## src/common/annp_pkg.sv

```systemverilog
// annp_pkg: register map, field positions and reset values for the
// next page register subset of one port.
// assumes a 5-bit management register address and 16-bit data.
package annp_pkg;
    localparam logic [4:0]  ADDR_PARTNER_NP   = 5'h05;
    localparam logic [4:0]  ADDR_EXPANSION    = 5'h06;
    localparam logic [4:0]  ADDR_NP_TRANSMIT  = 5'h07;
    localparam int          BIT_MORE_PAGES    = 15;
    localparam int          BIT_ACK           = 14;
    localparam int          BIT_MSG_PAGE      = 13;
    localparam int          BIT_COMPLY        = 12;
    localparam int          BIT_TOGGLE        = 11;
    localparam int          CODE_MSB          = 10;
    localparam int          BIT_PD_FAULT      = 4;
    localparam int          BIT_PARTNER_NPA   = 3;
    localparam int          BIT_LOCAL_NPA     = 2;
    localparam int          BIT_PAGE_RX       = 1;
    localparam int          BIT_PARTNER_ANA   = 0;
    localparam logic [15:0] NP_TRANSMIT_RESET = 16'h2001;
    localparam logic [15:0] NP_TRANSMIT_WMASK = 16'hBFFF;
    localparam logic [15:0] PARTNER_RESET     = 16'h0000;
endpackage : annp_pkg

```

## src/rtl/annp_sync3.sv

```systemverilog
// annp_sync3: three-stage synchroniser for one asynchronous level.
// assumes clk, rst and clock enable of the register bank.
`timescale 1ns/10ps
module annp_sync3 (
    input  wire logic clk,
    input  wire logic rst,
    input  wire logic clkEn,
    input  wire logic asyncIn,
    output logic      syncOut
);
    logic [2:0] stage_ff;

    // change only counted once the last two stages agree
    always_ff @(posedge clk or posedge rst) begin
        if (rst) begin
            stage_ff <= 3'h0;
            syncOut  <= 1'b0;
        end else if (clkEn) begin
            stage_ff <= {stage_ff[1:0], asyncIn};
            if (stage_ff[2] == stage_ff[1]) begin
                syncOut <= stage_ff[2];
            end
        end
    end
endmodule : annp_sync3

```

## src/rtl/annp_regs.sv

```systemverilog
// annp_regs: next page register bank of one port (received page view,
// expansion status, transmit next page).
// assumes negotiation logic on clk drives the page and event inputs;
// the parallel detect fault arrives asynchronously from the media side.
`timescale 1ns/10ps
module annp_regs (
    input  wire logic        clk,
    input  wire logic        rst,
    input  wire logic        clkEn,
    input  wire logic [4:0]  regAddr,
    input  wire logic        regRd,
    input  wire logic        regWr,
    input  wire logic [15:0] regWrData,
    output logic [15:0]      regRdData,
    input  wire logic        pageLoad,
    input  wire logic [15:0] pageWord,
    input  wire logic        pageIsNext,
    input  wire logic        partnerNpAble,
    input  wire logic        partnerAnAble,
    input  wire logic        pdFaultAsync,
    input  wire logic        txToggleLoad,
    input  wire logic        txToggleValue,
    output logic [15:0]      npTransmitWord,
    output logic             partnerWordIsNext
);
    logic [15:0] partnerWord_ff;
    logic        pageIsNext_ff;
    logic        pdFault_ff;
    logic        pageRx_ff;
    logic        partnerNpa_ff;
    logic        partnerAna_ff;
    logic        moreNpFlag_ff;
    logic        msgPageSelect_ff;
    logic        complyAck_ff;
    logic        txToggle_ff;
    logic [10:0] txCode_ff;
    logic [15:0] npTxWord;
    logic        txWrite;
    logic        pageLoadEn;
    logic        pdRise;
    localparam logic [15:0] TX_RST = annp_pkg::NP_TRANSMIT_RESET;
    logic        pdFaultSync;
    logic        pdFaultPrev_ff;
    logic [15:0] nxt_rdData;
    logic        expRead;

    function automatic logic hit(input logic [4:0] a, input logic [4:0] r);
        return a == r;
    endfunction : hit

    // expansion view; local next page ability is hardwired
    function automatic logic [15:0] pack_expansion(input logic pd,
                                                   input logic npa,
                                                   input logic rx,
                                                   input logic ana);
        logic [15:0] v;
        v = 16'h0000;
        v[annp_pkg::BIT_PD_FAULT]    = pd;
        v[annp_pkg::BIT_PARTNER_NPA] = npa;
        v[annp_pkg::BIT_LOCAL_NPA]   = 1'b1;
        v[annp_pkg::BIT_PAGE_RX]     = rx;
        v[annp_pkg::BIT_PARTNER_ANA] = ana;
        return v;
    endfunction : pack_expansion

    annp_sync3 u_pd_sync (
        .clk     (clk),
        .rst     (rst),
        .clkEn   (clkEn),
        .asyncIn (pdFaultAsync),
        .syncOut (pdFaultSync)
    );

    assign expRead = regRd && hit(regAddr, annp_pkg::ADDR_EXPANSION);
    assign txWrite = clkEn && regWr && hit(regAddr, annp_pkg::ADDR_NP_TRANSMIT);
    assign pageLoadEn = clkEn && pageLoad;
    assign pdRise = pdFaultSync && !pdFaultPrev_ff;

    // received page store; layout flag follows each load
    always_ff @(posedge clk or posedge rst) begin
        if (rst) begin
            partnerWord_ff <= annp_pkg::PARTNER_RESET;
            pageIsNext_ff  <= 1'b0;
        end else if (clkEn && pageLoad) begin
            partnerWord_ff <= pageWord;
            pageIsNext_ff  <= pageIsNext;
        end
    end

    always_ff @(posedge clk or posedge rst) begin
        if (rst) begin
            partnerNpa_ff <= 1'b0;
        end else if (clkEn) begin
            partnerNpa_ff <= partnerNpAble;
        end
    end

    always_ff @(posedge clk or posedge rst) begin
        if (rst) begin
            partnerAna_ff <= 1'b0;
        end else if (clkEn) begin
            partnerAna_ff <= partnerAnAble;
        end
    end

    // latched flags: a set in the read cycle wins over the clear
    always_ff @(posedge clk or posedge rst) begin
        if (rst) begin
            pdFault_ff     <= 1'b0;
            pdFaultPrev_ff <= 1'b0;
        end else if (clkEn) begin
            pdFaultPrev_ff <= pdFaultSync;
            if (pdRise) begin
                pdFault_ff <= 1'b1;
            end else if (expRead) begin
                pdFault_ff <= 1'b0;
            end
        end
    end

    always_ff @(posedge clk or posedge rst) begin
        if (rst) begin
            pageRx_ff <= 1'b0;
        end else if (pageLoadEn) begin
            pageRx_ff <= 1'b1;
        end else if (clkEn && expRead) begin
            pageRx_ff <= 1'b0;
        end
    end

    // transmit page fields, one register per field
    always_ff @(posedge clk or posedge rst) begin
        if (rst) begin
            moreNpFlag_ff <= TX_RST[annp_pkg::BIT_MORE_PAGES];
        end else if (txWrite) begin
            moreNpFlag_ff <= regWrData[annp_pkg::BIT_MORE_PAGES];
        end
    end

    always_ff @(posedge clk or posedge rst) begin
        if (rst) begin
            msgPageSelect_ff <= TX_RST[annp_pkg::BIT_MSG_PAGE];
        end else if (txWrite) begin
            msgPageSelect_ff <= regWrData[annp_pkg::BIT_MSG_PAGE];
        end
    end

    always_ff @(posedge clk or posedge rst) begin
        if (rst) begin
            complyAck_ff <= TX_RST[annp_pkg::BIT_COMPLY];
        end else if (txWrite) begin
            complyAck_ff <= regWrData[annp_pkg::BIT_COMPLY];
        end
    end

    // a management write wins over the engine's toggle update
    always_ff @(posedge clk or posedge rst) begin
        if (rst) begin
            txToggle_ff <= TX_RST[annp_pkg::BIT_TOGGLE];
        end else if (txWrite) begin
            txToggle_ff <= regWrData[annp_pkg::BIT_TOGGLE];
        end else if (clkEn && txToggleLoad) begin
            txToggle_ff <= txToggleValue;
        end
    end

    always_ff @(posedge clk or posedge rst) begin
        if (rst) begin
            txCode_ff <= TX_RST[annp_pkg::CODE_MSB:0];
        end else if (txWrite) begin
            txCode_ff <= regWrData[annp_pkg::CODE_MSB:0];
        end
    end

    // reserved bit 14 is never stored, so it always reads zero
    always_comb begin
        npTxWord = 16'h0000;
        npTxWord[annp_pkg::BIT_MORE_PAGES] = moreNpFlag_ff;
        npTxWord[annp_pkg::BIT_MSG_PAGE]   = msgPageSelect_ff;
        npTxWord[annp_pkg::BIT_COMPLY]     = complyAck_ff;
        npTxWord[annp_pkg::BIT_TOGGLE]     = txToggle_ff;
        npTxWord[annp_pkg::CODE_MSB:0]     = txCode_ff;
    end

    // reserved and unmapped addresses read zero, writes ignored
    always_comb begin
        nxt_rdData = 16'h0000;
        if (hit(regAddr, annp_pkg::ADDR_PARTNER_NP)) begin
            nxt_rdData = partnerWord_ff;
        end else if (hit(regAddr, annp_pkg::ADDR_EXPANSION)) begin
            nxt_rdData = pack_expansion(pdFault_ff, partnerNpa_ff,
                                        pageRx_ff, partnerAna_ff);
        end else if (hit(regAddr, annp_pkg::ADDR_NP_TRANSMIT)) begin
            nxt_rdData = npTxWord;
        end
    end

    always_ff @(posedge clk or posedge rst) begin
        if (rst) begin
            regRdData <= 16'h0000;
        end else if (clkEn && regRd) begin
            regRdData <= nxt_rdData;
        end
    end

    assign npTransmitWord    = npTxWord;
    assign partnerWordIsNext = pageIsNext_ff;
endmodule : annp_regs

```

## config.mk

```make
export PLATFORM = sky130hd
export DESIGN_NAME = annp_regs
export DESIGN_NICKNAME = d
export VERILOG_FILES = /design/src/common/annp_pkg.sv /design/src/rtl/annp_sync3.sv /design/src/rtl/annp_regs.sv
export SDC_FILE = /design/constraint.sdc
export NUM_CORES = 1
export LEC_CHECK = 0
export BUFFER_PORTS_ARGS = -buffer_cell sky130_fd_sc_hd__buf_2
export CORE_ASPECT_RATIO = 1.75
export CORE_MARGIN = 3
export CORE_UTILIZATION = 35
export CTS_CLUSTER_DIAMETER = 200
export CTS_CLUSTER_SIZE = 28
export DETAILED_ROUTE_END_ITERATION = 12
export HOLD_SLACK_MARGIN = 0.03
export PLACE_DENSITY = 0.67
export SLEW_MARGIN = 20
export SYNTH_ARGS = -nofsm -noshare
export SYNTH_HDL_FRONTEND = slang
export SYNTH_SLANG_ARGS = --single-unit
export TNS_END_PERCENT = 5
```

## constraint.sdc

```tcl
create_clock -name clk -period 1.7 [get_ports clk]
set_clock_uncertainty 0.2 [all_clocks]
set_input_delay 0.17 -clock clk [delete_from_list [all_inputs] [get_ports clk]]
set_output_delay 0.17 -clock clk [all_outputs]
set_load 0.1 [all_outputs]
```

==> flow_summary.yaml <==
clock_tree:
  numCtsBuffers: 9
  insertion_delay_ns: 0.32
  cts_tree: "built"
  cts_sinks: 57
  hold_buffers: 40
  root_buffer: "clkbuf_16"
  clockBufferDepth: 2
  cts-resized-gates: 0
  htree_levels: 3
  cts.clk_slew.worst_paths_ns: 0.05
  postCtsSetupBuffers: 0
logic_synthesis:
  synth_edf_count: 0
  ys_ff_latch: 57
  synth.distinct_cells: 33
  synth_flop_cell: "dfrtp_1"
  syn_inst: 206
  synth_top_cell_by_area: "dfrtp_1"
  yosysSeqAreaShare_pct: 56.0
  async_flop_share_pct: 100
  synth_top_area_share_pct: 53.9
  yosysWarnings: 0
  synth.net_count: 255
  syn_area_um2: 2550
  syn_avg_cell_area_um2: 12.4
  synthTopCellsByArea: "dfrtp_1 (54%), mux2_2 (13%), mux2_4 (5.9%)"
route:
  drt-total-wl_mm: 6.59
  drt_iter0_drc: 77
  top_layer_used: "met5"
  met3_length_um: 373
  first_pass_iters: 4
  vias: 2073
  drt-met1-wl_mm: 2.60
  route.met2.wl_mm: 3.42
  ant_nets: 0
  routedWlPerCell_um: 15.8
  drc: 0
  vias_per_cell: 4.96
pwr:
  switching_share_pct: 35.0
  p_clk_share_pct: 35.4
  p_int_w: 0.00295
  switchingPower_w: 0.00159
  power.density_nw_per_um2: 1220
  pwr-share-comb_pct: 28.1
  seq_power_share_pct: 36.6
  max-vdd-ir-drop_mv: 0.841
  cellLeakagePower_nw: 1.77
setup_path:
  path_class: "reg2out"
  cp_max_fo: 3
  cp_top_family: "flip-flops"
  cp.arrival_ns: 1.28
  cp_num_buf_inv: 1
  crit_path_top_delay_cell: "dfstp_2"
  start_kind: "flip-flop"
  slowest_delay_ns: 0.54
  startpoint: "txCode_ff[0]"
  r2r-start: "txCode_ff[3]"
  required_ns: 1.33
  crit_chain: "buf_2"
  endpoint_kind: "output pin"
die:
  core_um2: 6960
  io_pins: 82
  die_w_um: 70.5
  start_util_pct: 36.7
  die_height_um: 119
  dieArea_um2: 8390
  std_cell_rows: 40
grt:
  grt_pass1_vias: 2180
  grtUsageTotal_pct: 16.5
  grt_start_max_net_pins: 58
  antenna_found_initial: 1
  grt_pass1_wl_mm: 10.7
  grt_remaining_overflow: 0
placed_design:
  placedCellCount: 362
  portBuffers: 79
  gp_congestion: 0.809
  dp_hpwl_mm: 4.43
timing:
  hold_viol: 0
  setup_viol: 0
  fin_tns_setup_ns: 0
  rsz0062_at_grt: "false"
  fmax_ghz: 0.606
  min_period_ns: 1.65
  timing.final.crit_share_pct: 97.1
  slew_viol_final: 0
finish:
  layoutNonFillerInstCount: 418
  layout_common_cells: "buf_2 (79), dfrtp_1 (55), dlygate4sd3_1 (40)"
  drive_above_1_share_pct: 44.6
  fin_nets: 378
  layout_commonest_cell: "buf_2"
  areaGrowthSynthToFinish_pct: 45.9
  antennaDiodeCount: 0
  fillCellCount: 596
run_status:
  status: "complete, no violations"
min_path:
  hold_start: "regRd"
  hold_class: "in2reg"
flow_run:
  drv_cap: 0
-- worst reg2reg max path, cell delays in order (launching register included) --
cell and delay (ns):
dfrtp_1 0.40, mux2_2 0.27, a32oi_1 0.16, o21ai_0 0.09
-- path summary, 6_finish.rpt --
check	endpoint	slack [ns]	cells after the start
setup / recovery	npTransmitWord[0]	0.05	1
hold / removal	regRdData[1]	0.08	4
setup reg to reg	regRdData[3]	0.45	3
hold reg to reg	pdFault_ff	0.25	1
max in group asynchronous	msgPageSelect_ff	0.74	4
min in group asynchronous	u_pd_sync.stage_ff[0]	0.28	4
-- power by group through the flow --
stage / sequential [W] / clock [W] / combinational (W)
floorplan: 0.00223 / 0 / 0.000422
global placement: 0.00168 / 0 / 0.00119
detailed placement: 0.00168 / 0 / 0.00121
CTS: 0.00166 / 0.00166 / 0.00128
global route: 0.00168 / 0.00171 / 0.00133
finish: 0.00166 / 0.00161 / 0.00128
-- cells by family (layout without fill, tap and decap cells) --
| kind of cell | Yosys count | count (layout) | share of synthesized area (%) |
|---|---|---|---|
| and+or+nand+nor | 54 | 54 | 11.8 |
| buffers and inverters | 22 | 150 | 4.81 |
| AOI/OAI and AO/OA | 32 | 32 | 8.09 |
| muxes | 40 | 40 | 19.1 |
| DFF | 57 | 57 | 56.0 |
| other | 1 | 1 | 0.147 |
-- cell type report --
class,count,area (µm²),area share [%]
clock buffer,13,260,6.99
clock inverter,3,15.0,0.403
inverter,3,15.0,0.403
multi-input combinational,127,1000,26.9
sequential,57,1430,38.4
tap,84,105,2.82
timing repair buffer,131,898,24.1
-- metrics by stage --
step,setup WS [ns],utilization (%),cell area (µm²),hold WS [ns],power (W)
2_1_floorplan,0.00584,-,2550,0.0561,0.00265
3_3_place_gp,0.0830,43.8,3050,0.0690,0.00287
3_5_place_dp,0.0844,43.8,3050,0.0747,0.00289
4_1_cts,0.0316,53.5,3720,0.0539,0.00460
5_1_grt,0.0127,53.5,3720,0.0857,0.00472
6_report,0.0487,53.5,3720,0.0758,0.00454
-- flip-flops by register name, summed over array words and instances (netlist names), 3 cells and up --
register / flops
regRdData: 16
txCode_ff: 11
partnerWord_ff: 16
u_pd_sync.stage_ff: 3
-- metal layers --
layer | GRT usage [%] | vias to the layer above
li1 | - | 989
met1 | 17.9 | 1000
met2 | 28.5 | 66
met3 | 5.32 | 16
met4 | 8.00 | 2
met5 | 0 | -
-- synth_stat cells, types with 3 or more instances --
cell type  instances
inv_1              3
dfrtp_1           55
buf_2              5
nand3_1           21
and3b_1            3
a31oi_1           13
clkbuf_1           5
mux2_2            30
mux2_4            10
nor2_1            12
o21ai_0            6
buf_4              7
a21oi_1            4
nand2_1            8
Power figures use the tool's default switching activity.
